`config.mk`:
```
export PLATFORM = sky130hd
export DESIGN_NAME = bbc_core
export DESIGN_NICKNAME = d
export VERILOG_FILES = /design/src/verilog/bbc_pkg.sv /design/src/verilog/bbc_if.sv /design/src/verilog/bbc_core.sv /design/src/verilog/bbc_decode.sv /design/src/verilog/bbc_stack.sv
export VERILOG_INCLUDE_DIRS = /design/src /design/src/verilog
export SDC_FILE = /design/constraint.sdc
export NUM_CORES = 1
export LEC_CHECK = 0
export ABC_AREA = 1
export BUFFER_PORTS_ARGS = -buffer_cell sky130_fd_sc_hd__buf_2
export CAP_MARGIN = 10
export CORE_AREA = 2 2 129 131
export DETAILED_ROUTE_END_ITERATION = 10
export DIE_AREA = 0 0 131 133
export PLACE_DENSITY = 0.77
export REMOVE_ABC_BUFFERS = 1
export SYNTH_ARGS = -nofsm -noshare
export SYNTH_HDL_FRONTEND = slang
export SYNTH_SLANG_ARGS = --single-unit
```
`constraint.sdc`:
```
create_clock -name mclk -period 4.8 [get_ports mclk]
set_input_delay 0 -clock mclk [delete_from_list [all_inputs] [get_ports mclk]]
set_output_delay 0 -clock mclk [all_outputs]
set_load 0.02 [all_outputs]
```
`src/verilog/bbc_params.svh`:
```
`ifndef BBC_PARAMS_SVH
`define BBC_PARAMS_SVH

// Whole-opcode codes of the control instructions.
`define BBC_OP_NOP       8'h04
`define BBC_OP_RET       8'hCD
`define BBC_OP_INTERRUPT_EXIT      8'h4D
`define BBC_OP_STOP      8'h6D
`define BBC_OP_WAIT      8'hED

// Low-nibble and low-three-bit opcode fields.
`define BBC_LN_CALL      4'h1
`define BBC_LN_JUMP      4'h9
`define BBC_LN_BTB       4'h3
`define BBC_LN_BIT       4'hB
`define BBC_LN_CTL       4'hD
`define BBC_SC_NONZERO   3'h0
`define BBC_SC_ZERO      3'h4
`define BBC_SC_NOCARRY   3'h2
`define BBC_SC_CARRY     3'h6

// Field positions inside the opcode.
`define BBC_POS_FORM     4
`define BBC_POS_IND      4
`define BBC_POS_DISP     3

// Last cycle index of each instruction (cycle count minus one).
`define BBC_LAST_SBR     3'h1
`define BBC_LAST_BTB     3'h4
`define BBC_LAST_BIT     3'h3
`define BBC_LAST_LONG    3'h3
`define BBC_LAST_CTL     3'h1

// Program counter offsets: displacement bases and instruction lengths.
`define BBC_SBR_BASE     12'h001
`define BBC_BTB_BASE     12'h002
`define BBC_LEN_ONE      12'h001
`define BBC_LEN_TWO      12'h002
`define BBC_LEN_THREE    12'h003

// Reset values and hardware stack size.
`define BBC_PC_RESET     12'h000
`define BBC_STK_DEPTH    6
`define BBC_STK_PTR_W    3

`endif

```
`src/verilog/bbc_pkg.sv`:
```
package bbc_pkg;

	typedef enum logic [3:0]
	{
		BBC_SBR,
		BBC_BTB,
		BBC_BIT,
		BBC_LJP,
		BBC_CALL,
		BBC_NOP,
		BBC_RET,
		BBC_INTERRUPT_EXIT,
		BBC_STOP,
		BBC_WAIT,
		BBC_EXT
	} bbc_cls_t;

	typedef enum logic [1:0]
	{
		BBC_RUN,
		BBC_WAITING,
		BBC_STOPPED
	} bbc_state_t;

endpackage

```
`src/verilog/bbc_if.sv`:
```
`timescale 1ns/1ps

// Opcode in, decoded fields out.
interface bbc_dec_if;
	logic [7:0]          opcode;
	bbc_pkg::bbc_cls_t   cls;
	logic [2:0]          bit_sel;
	logic                set_form;
	logic [4:0]          disp5;
	logic [3:0]          addr_hi;
	logic                ind_sel;
	modport core (output opcode, input cls, bit_sel, set_form, disp5, addr_hi, ind_sel);
	modport dec  (input opcode, output cls, bit_sel, set_form, disp5, addr_hi, ind_sel);
endinterface

// Return address stack.
interface bbc_stk_if;
	logic        push;
	logic        pop;
	logic [11:0] wdata;
	logic [11:0] rdata;
	logic        empty;
	modport core  (output push, pop, wdata, input rdata, empty);
	modport stack (input push, pop, wdata, output rdata, empty);
endinterface

```
`src/verilog/bbc_core.sv`:
```
// Operation
// RULE_01 - A conditional branch jumps only when its condition holds, else falls through.
// RULE_02 - Carry/zero short branches use a 5-bit signed displacement, -15 to +16.
// RULE_03 - Bit test branches use an 8-bit signed displacement, -126 to +129.
// RULE_04 - Bit test branch copies the tested bit to carry, keeps zero.
// RULE_05 - Branch-if-clear jumps on 0, branch-if-set on 1; 3 bytes, 5 cycles.
// RULE_06 - Any bit of any data byte: 3-bit position, address byte.
// RULE_07 - Set forces one, clear forces zero; 2 bytes, 4 cycles, no flags.
// RULE_08 - Control instructions are 1 byte, 2 cycles; only interrupt exit changes flags.
// RULE_09 - With watchdog selected, stop is replaced by wait.
// RULE_10 - Long jump and call take 12-bit address; 2 bytes, 4 cycles, no flags.
// RULE_11 - Low nibble 0000 nonzero branch, 0001 call, 0010 no-carry branch.
// RULE_12 - Opcode bit 4 picks the indirect register; such instructions are 1 byte.
// RULE_13 - Call pushes the next address; return restores the program counter.
`timescale 1ns/1ps
`include "bbc_params.svh"

module bbc_core
(
	input  wire logic        mclk,         // Core clock, 40 MHz.
	input  wire logic        rst_n,        // Asynchronous reset, active low.
	output logic [11:0]      pm_addr,      // Program memory address.
	input  wire logic [7:0]  pm_data,      // Program memory byte at pm_addr.
	output logic [7:0]       ds_addr,      // Data space address.
	input  wire logic [7:0]  ds_rdata,     // Data space byte at ds_addr.
	output logic [7:0]       ds_wdata,     // Data space write byte.
	output logic             ds_we,        // Data space write strobe.
	output logic [11:0]      pc,           // Program counter.
	output logic             flag_z,       // Zero flag.
	output logic             flag_c,       // Carry flag.
	input  wire logic        irq_flag_z,   // Zero flag saved at interrupt entry.
	input  wire logic        irq_flag_c,   // Carry flag saved at interrupt entry.
	output logic             int_exit,     // Pulse when interrupt exit completes.
	input  wire logic        wdog_sel,     // Watchdog function selected.
	input  wire logic        wake,         // Leave wait or stop mode.
	output logic             wait_mode,    // Core in wait mode.
	output logic             stop_mode,    // Core in stop mode.
	output logic             ext_req,      // Opcode belongs to another group.
	output logic [7:0]       ext_opcode,   // Opcode handed to that group.
	output logic             ext_ind_sel,  // Indirect register select of that opcode.
	input  wire logic        ext_done,     // Other group finished.
	input  wire logic [1:0]  ext_len,      // Byte length of that instruction.
	input  wire logic        ext_flag_we,  // Other group writes the flags.
	input  wire logic        ext_z,        // Zero flag from other group.
	input  wire logic        ext_c,        // Carry flag from other group.
	output logic             instr_done    // Pulse on last cycle of each instruction.
);

	bbc_dec_if dec ();
	bbc_stk_if stk ();

	bbc_decode u_dec
	(
		.d     (dec)
	);

	bbc_stack u_stk
	(
		.mclk  (mclk),
		.rst_n (rst_n),
		.s     (stk)
	);

	//----------------------------------------------------------------
	// State
	//----------------------------------------------------------------
	bbc_pkg::bbc_state_t st;
	bbc_pkg::bbc_state_t next_st;
	logic [2:0]          cnt;
	logic [2:0]          next_cnt;
	logic [11:0]         next_pc;
	logic [7:0]          op;
	logic [7:0]          next_op;
	logic [7:0]          b2;
	logic [7:0]          next_b2;
	logic [7:0]          b3;
	logic [7:0]          next_b3;
	logic [7:0]          dbyte;
	logic [7:0]          next_dbyte;
	logic                next_z;
	logic                next_c;

	logic                cond;
	logic                bitval;
	logic [11:0]         sbr_target;
	logic [11:0]         btb_target;
	logic [7:0]          mask;
	logic                last;

	function automatic logic [11:0] sext5(input logic [4:0] v);
		sext5 = {{7{v[4]}}, v};
	endfunction

	function automatic logic [11:0] sext8(input logic [7:0] v);
		sext8 = {{4{v[7]}}, v};
	endfunction

	function automatic logic [2:0] last_cycle(input bbc_pkg::bbc_cls_t k);
		case (k)
			bbc_pkg::BBC_BTB:  last_cycle = `BBC_LAST_BTB;
			bbc_pkg::BBC_BIT:  last_cycle = `BBC_LAST_BIT;
			bbc_pkg::BBC_LJP,
			bbc_pkg::BBC_CALL: last_cycle = `BBC_LAST_LONG;
			bbc_pkg::BBC_SBR:  last_cycle = `BBC_LAST_SBR;
			default:           last_cycle = `BBC_LAST_CTL;
		endcase
	endfunction

	assign dec.opcode  = (cnt == 3'h0) ? pm_data : op;
	assign ext_opcode  = op;
	assign ext_ind_sel = dec.ind_sel;    // RULE_12
	assign wait_mode   = (st == bbc_pkg::BBC_WAITING);
	assign stop_mode   = (st == bbc_pkg::BBC_STOPPED);
	assign mask        = 8'h01 << dec.bit_sel;    // RULE_06
	assign bitval      = dbyte[dec.bit_sel];
	assign sbr_target  = pc + `BBC_SBR_BASE + sext5(dec.disp5);    // RULE_02
	assign btb_target  = pc + `BBC_BTB_BASE + sext8(b3);    // RULE_03
	assign last        = (cnt != 3'h0) && (cnt == last_cycle(dec.cls));

	always_comb
	begin
		case (op[2:0])
			`BBC_SC_ZERO:    cond = flag_z;
			`BBC_SC_NOCARRY: cond = !flag_c;
			`BBC_SC_CARRY:   cond = flag_c;
			default:         cond = !flag_z;
		endcase
	end

	//----------------------------------------------------------------
	// Sequencer
	//----------------------------------------------------------------
	always_comb
	begin
		next_st    = st;
		next_cnt   = cnt;
		next_pc    = pc;
		next_op    = op;
		next_b2    = b2;
		next_b3    = b3;
		next_dbyte = dbyte;
		next_z     = flag_z;
		next_c     = flag_c;
		pm_addr    = pc;
		ds_addr    = b2;
		ds_wdata   = dbyte;
		ds_we      = 1'b0;
		stk.push   = 1'b0;
		stk.pop    = 1'b0;
		stk.wdata  = pc + `BBC_LEN_TWO;
		int_exit   = 1'b0;
		ext_req    = 1'b0;
		instr_done = 1'b0;
		case (st)
			bbc_pkg::BBC_RUN:
			begin
				case (cnt)
					3'h0:
					begin
						next_op  = pm_data;
						next_cnt = 3'h1;
					end
					3'h1:
					begin
						pm_addr = pc + `BBC_LEN_ONE;
						next_b2 = pm_data;
					end
					3'h2:
					begin
						if (dec.cls == bbc_pkg::BBC_BTB)
						begin
							pm_addr = pc + `BBC_LEN_TWO;
							next_b3 = pm_data;
						end
						else
							next_dbyte = ds_rdata;
					end
					3'h3:
					begin
						if (dec.cls == bbc_pkg::BBC_BTB)
							next_dbyte = ds_rdata;
					end
					default:
					begin
					end
				endcase
				if (cnt != 3'h0 && dec.cls == bbc_pkg::BBC_EXT)
				begin
					ext_req = 1'b1;
					if (ext_done)
					begin
						instr_done = 1'b1;
						next_cnt   = 3'h0;
						next_pc    = pc + {10'h000, ext_len};
						if (ext_flag_we)
						begin
							next_z = ext_z;
							next_c = ext_c;
						end
					end
				end
				else if (last)
				begin
					instr_done = 1'b1;
					next_cnt   = 3'h0;
					case (dec.cls)
						bbc_pkg::BBC_SBR:
							next_pc = cond ? sbr_target : pc + `BBC_LEN_ONE;    // RULE_01
						bbc_pkg::BBC_BTB:
						begin
							next_c = bitval;    // RULE_04
							if (dec.set_form == bitval)    // RULE_05
								next_pc = btb_target;
							else
								next_pc = pc + `BBC_LEN_THREE;
						end
						bbc_pkg::BBC_BIT:
						begin
							ds_we    = 1'b1;
							ds_wdata = dec.set_form ? (dbyte | mask) : (dbyte & ~mask);    // RULE_07
							next_pc  = pc + `BBC_LEN_TWO;
						end
						bbc_pkg::BBC_LJP:
							next_pc = {dec.addr_hi, b2};    // RULE_10
						bbc_pkg::BBC_CALL:
						begin
							stk.push = 1'b1;    // RULE_13
							next_pc  = {dec.addr_hi, b2};
						end
						bbc_pkg::BBC_RET,
						bbc_pkg::BBC_INTERRUPT_EXIT:
						begin
							stk.pop = 1'b1;
							next_pc = stk.rdata;    // RULE_13
							if (dec.cls == bbc_pkg::BBC_INTERRUPT_EXIT)
							begin
								next_z   = irq_flag_z;    // RULE_08
								next_c   = irq_flag_c;
								int_exit = 1'b1;
							end
						end
						bbc_pkg::BBC_STOP:
						begin
							next_pc = pc + `BBC_LEN_ONE;
							next_st = wdog_sel ? bbc_pkg::BBC_WAITING : bbc_pkg::BBC_STOPPED;    // RULE_09
						end
						bbc_pkg::BBC_WAIT:
						begin
							next_pc = pc + `BBC_LEN_ONE;
							next_st = bbc_pkg::BBC_WAITING;
						end
						default:
							next_pc = pc + `BBC_LEN_ONE;
					endcase
				end
				else if (cnt != 3'h0)
					next_cnt = cnt + 3'h1;
			end
			bbc_pkg::BBC_WAITING,
			bbc_pkg::BBC_STOPPED:
			begin
				if (wake)
					next_st = bbc_pkg::BBC_RUN;
			end
			default:
				next_st = bbc_pkg::BBC_RUN;
		endcase
	end

	always_ff @(posedge mclk or negedge rst_n)
	begin
		if (!rst_n)
		begin
			st     <= bbc_pkg::BBC_RUN;
			cnt    <= 3'h0;
			pc     <= `BBC_PC_RESET;
			op     <= 8'h00;
			b2     <= 8'h00;
			b3     <= 8'h00;
			dbyte  <= 8'h00;
			flag_z <= 1'b0;
			flag_c <= 1'b0;
		end
		else
		begin
			st     <= next_st;
			cnt    <= next_cnt;
			pc     <= next_pc;
			op     <= next_op;
			b2     <= next_b2;
			b3     <= next_b3;
			dbyte  <= next_dbyte;
			flag_z <= next_z;
			flag_c <= next_c;
		end
	end
endmodule

```
`src/verilog/bbc_decode.sv`:
```
`timescale 1ns/1ps
`include "bbc_params.svh"

module bbc_decode
(
	bbc_dec_if.dec d    // Opcode and decoded fields.
);

	always_comb
	begin
		d.cls      = bbc_pkg::BBC_EXT;
		d.bit_sel  = {d.opcode[5], d.opcode[6], d.opcode[7]};
		d.set_form = d.opcode[`BBC_POS_FORM];
		d.disp5    = d.opcode[7:`BBC_POS_DISP];
		d.addr_hi  = d.opcode[7:4];
		d.ind_sel  = d.opcode[`BBC_POS_IND];    // RULE_12
		if (d.opcode == `BBC_OP_NOP)
			d.cls = bbc_pkg::BBC_NOP;
		else if (d.opcode[2:0] == `BBC_SC_NONZERO || d.opcode[2:0] == `BBC_SC_ZERO ||
				d.opcode[2:0] == `BBC_SC_NOCARRY || d.opcode[2:0] == `BBC_SC_CARRY)
			d.cls = bbc_pkg::BBC_SBR;    // RULE_11
		else
		begin
			case (d.opcode[3:0])
				`BBC_LN_CALL: d.cls = bbc_pkg::BBC_CALL;    // RULE_11
				`BBC_LN_JUMP: d.cls = bbc_pkg::BBC_LJP;
				`BBC_LN_BTB:  d.cls = bbc_pkg::BBC_BTB;
				`BBC_LN_BIT:  d.cls = bbc_pkg::BBC_BIT;
				`BBC_LN_CTL:
				begin
					case (d.opcode)
						`BBC_OP_RET:  d.cls = bbc_pkg::BBC_RET;
						`BBC_OP_INTERRUPT_EXIT: d.cls = bbc_pkg::BBC_INTERRUPT_EXIT;
						`BBC_OP_STOP: d.cls = bbc_pkg::BBC_STOP;
						`BBC_OP_WAIT: d.cls = bbc_pkg::BBC_WAIT;
						default:      d.cls = bbc_pkg::BBC_EXT;
					endcase
				end
				default: d.cls = bbc_pkg::BBC_EXT;
			endcase
		end
	end

endmodule

```
`src/verilog/bbc_stack.sv`:
```
`timescale 1ns/1ps
`include "bbc_params.svh"

module bbc_stack
(
	input  wire logic mclk,     // Core clock.
	input  wire logic rst_n,    // Asynchronous reset, active low.
	bbc_stk_if.stack  s         // Push and pop port.
);

	logic [11:0]                 mem [`BBC_STK_DEPTH];
	logic [11:0]                 next_mem [`BBC_STK_DEPTH];
	logic [`BBC_STK_PTR_W-1:0]   top;
	logic [`BBC_STK_PTR_W-1:0]   next_top;
	logic [`BBC_STK_PTR_W:0]     fill;
	logic [`BBC_STK_PTR_W:0]     next_fill;

	function automatic logic [`BBC_STK_PTR_W-1:0] wrap_inc(input logic [`BBC_STK_PTR_W-1:0] v);
		wrap_inc = (v == `BBC_STK_PTR_W'(`BBC_STK_DEPTH - 1)) ? '0 : v + 1'b1;
	endfunction

	function automatic logic [`BBC_STK_PTR_W-1:0] wrap_dec(input logic [`BBC_STK_PTR_W-1:0] v);
		wrap_dec = (v == '0) ? `BBC_STK_PTR_W'(`BBC_STK_DEPTH - 1) : v - 1'b1;
	endfunction

	assign s.rdata = mem[top];
	assign s.empty = (fill == '0);

	// A push into a full stack overwrites the oldest entry.
	always_comb
	begin
		next_mem  = mem;
		next_top  = top;
		next_fill = fill;
		if (s.push)
		begin
			next_top           = wrap_inc(top);
			next_mem[next_top] = s.wdata;
			if (fill != (`BBC_STK_PTR_W+1)'(`BBC_STK_DEPTH))
				next_fill = fill + 1'b1;
		end
		else if (s.pop && fill != '0)
		begin
			next_top  = wrap_dec(top);
			next_fill = fill - 1'b1;
		end
	end

	always_ff @(posedge mclk or negedge rst_n)
	begin
		if (!rst_n)
		begin
			for (int i = 0; i < `BBC_STK_DEPTH; i++)
				mem[i] <= 12'h000;
			top  <= '0;
			fill <= '0;
		end
		else
		begin
			mem  <= next_mem;
			top  <= next_top;
			fill <= next_fill;
		end
	end

endmodule

```
==> flow_summary.ini <==
[floorplan]
start_util = 0.593
row_count = 47
num_io_pins = 85
core-area_um2 = 16200
dieHeight_um = 133
die_area_um2 = 17400
dieWidth_um = 131

[setup_path]
r2r-end = u_stk.fill[3]$_DFFE_PN0P_
startpoint = cnt[1]$_DFFE_PN0P_
crit_cells = 16
reg2regPathDepth = 20
cpLargestDelayFamily = simple AND/OR/NAND/NOR gates
path_class = register to output pin
cp-start-kind = register
reg2reg_from = cnt[1]$_DFFE_PN0P_
regToRegSetupSlack_ns = 0.63
cp_num_buf_inv = 5
crit_path_end_kind = output pin
cp.arrival_ns = 4.37
crit_path_end = instr_done
cpPeakStageDelay_ns = 0.48
required_ns = 4.80
worstPathMaxFanout = 30
cp_slowest_cell = inv_1
path_cells = inv_1 -> ha_1 -> nand2_2 -> o21ai_1 -> nand2_1 -> nor2_2 -> nand2_1 -> buf_4 -> nand3_1 -> nor2_4 -> clkinv_1 -> nor2_1 -> nor2_1 -> nand2_2 -> inv_1 -> buf_2

[detailed_routing]
ant_nets = 0
wirelength_um = 31400
drt_pass1_iterations = 8
post_drt_wl_per_cell_um = 18.1
first_iter_violations = 1300
drc = 0
vias_per_cell = 5.90
dr_total_vias = 10230

[timing]
slew_viol_final = 0
maxSlewHeadroom = 0.322
finalWorstSetupSlack_ns = 0.427
layout_min_cycle_time_ns = 4.37
worst_pin_slew_ns = 1.01
rsz0062_at_grt = false
hold_violations = 0
max_freq_ghz = 0.229
setup_viol = 0
timing.setup.tns_ns = 0
skew_ns = 0.00919
min_period_over_period = 0.911

[yosys]
synth.area.top_cells = dfrtp_1, nand2_1, o21ai_0, inv_1, nor2_1
syn_avg_cell_area_um2 = 6.75
synth.largest_area_cell = dfrtp_1
synth_cell_types = 52
ys_ff_latch = 130
ys.flop_type = dfrtp_1
syn_area_um2 = 9590
ys_warn_count = 0
synthCells = 1422
synth-edff-count = 0
yosysTopAreaCellShare = 0.339
ys_seq_area_frac = 0.339
synth-async-reset-ratio = 1.00

[global_route]
overflow = 0
grt_max_degree = 73
grt_usage = 0.371
antenna_found_initial = 0
grt_first_pass_wirelength_um = 50100
grt_pass1_vias = 9616

[clock_tree]
clockRootBuffer = clkbuf_16
htreeDepth = 4
cts_tree = yes
clk_transition_reported_paths_ns = 0.06
postCtsSetupBuffers = 0
cts_buffers = 17
clk_path_buf_depth = 2
clock_latency_ns = 0.43
cts.sinks = 130

[finish]
final_common_cell = nand2_1
num_antenna_cells = 0
final_cell_mix = nand2_1, o21ai_0, inv_1, dfrtp_1, nor2_1
nets = 1566
multi_input_area_um2 = 5490
syn_to_final_growth_pct = 14.3
area.sequential_um2 = 3250
n_fill_cell = 1463
drive_gt1_frac = 0.113

[power_and_ir_drop]
p_per_area_nw_per_um2 = 847
leakagePower_nw = 5.41
ir_worst_vdd_v = 0.000552
power_mw = 9.29

[hold_path]
hold_depth = 4
hold_class = primary input to register

[placed_design]
port_buffers = 84
dp_slack_ns = 0.708
post-dp-hpwl_um = 22400
gp_congestion = 0.963

[job]
max-cap-violations = 0

[outcome]
status = complete, no violations
[power by group]
| group | switching, mW | total [mW] | internal (mW) |
|---|---|---|---|
| Sequential | 0.433 | 1.89 | 1.46 |
| Clock | 0.527 | 1.27 | 0.742 |
| Combinational | 4.23 | 6.13 | 1.90 |
| Total | 5.19 | 9.29 | 4.10 |
[worst min path at each step]
stage,from,to,slack (ns)
after floorplan,rst_n,b3[0]$_DFFE_PN0P_,-0.30
after global placement,rst_n,u_stk.mem[14]$_DFFE_PN0P_,0.05
after detailed placement,rst_n,u_stk.mem[14]$_DFFE_PN0P_,0.05
after CTS,ext_done,cnt[2]$_DFFE_PN0P_,0.02
after global routing,ext_done,cnt[2]$_DFFE_PN0P_,0.04
final,ext_done,cnt[2]$_DFFE_PN0P_,0.03
[registers in the layout, indices dropped and copies added (netlist names), 4 cells and up]
register    count
b3              8
ds_addr         8
u_stk.fill      4
dbyte           8
pc             12
ext_opcode      8
u_stk.mem      72
[Yosys cell counts, drive strengths merged (5+ instances only)]
cell type,instances
inv,149
o22ai,5
nand4,19
xor2,39
dfrtp,130
nor2,119
buf,17
a22oi,5
xnor2,6
ha,31
o221ai,11
nand3,86
clkbuf,49
nor3,10
o211ai,8
a21oi,81
o21ai,193
nand2,420
mux2,6
[cell type report]
class | instances | area share
clock buffers | 21 | 0.0420
clock inverters | 10 | 0.00924
inverters | 151 | 0.0521
multi-input cells | 1075 | 0.501
flip-flops and latches | 130 | 0.297
well taps | 220 | 0.0251
repair buffers | 128 | 0.0745
[routing by layer]
layer / vias to the layer above / wire length (µm) / track usage
met5: - / 0 / 0
met4: 0 / 993 / 0.130
met3: 95 / 2760 / 0.0744
met2: 547 / 14500 / 0.586
met1: 4771 / 13100 / 0.505
li1: 4817 / - / -
[repair_timing]
item | CTS | global route
resized for setup | 0 | 0
hold buffers | 24 | 0
hold endpoints to repair | 99 | 0
[worst min-delay path, stage by stage]
cell	delay (ns)
buf_2	0.11
nor2_1	0.10
nor2_1	0.09
o32ai_1	0.12
[kinds of logic after synthesis]
family,Yosys count,share of synthesized area
xor+xnor,45,0.0411
mux,8,0.00913
fa+ha+maj,35,0.0488
buf+inv,217,0.0888
simple gates,663,0.286
compound gates,324,0.187
flops,130,0.339
[per-stage QoR]
step,std cells,hold slack (ns),area [µm²],utilization
after floorplan,1356,-0.296,9310,-
after global placement,1680,0.0496,10200,0.629
after detailed placement,1680,0.0458,10200,0.629
final,1735,0.0338,11000,0.678
after global routing,1735,0.0369,11000,0.678
after CTS,1735,0.0159,11000,0.678
Note: power is estimated with default switching activity, not from simulation.
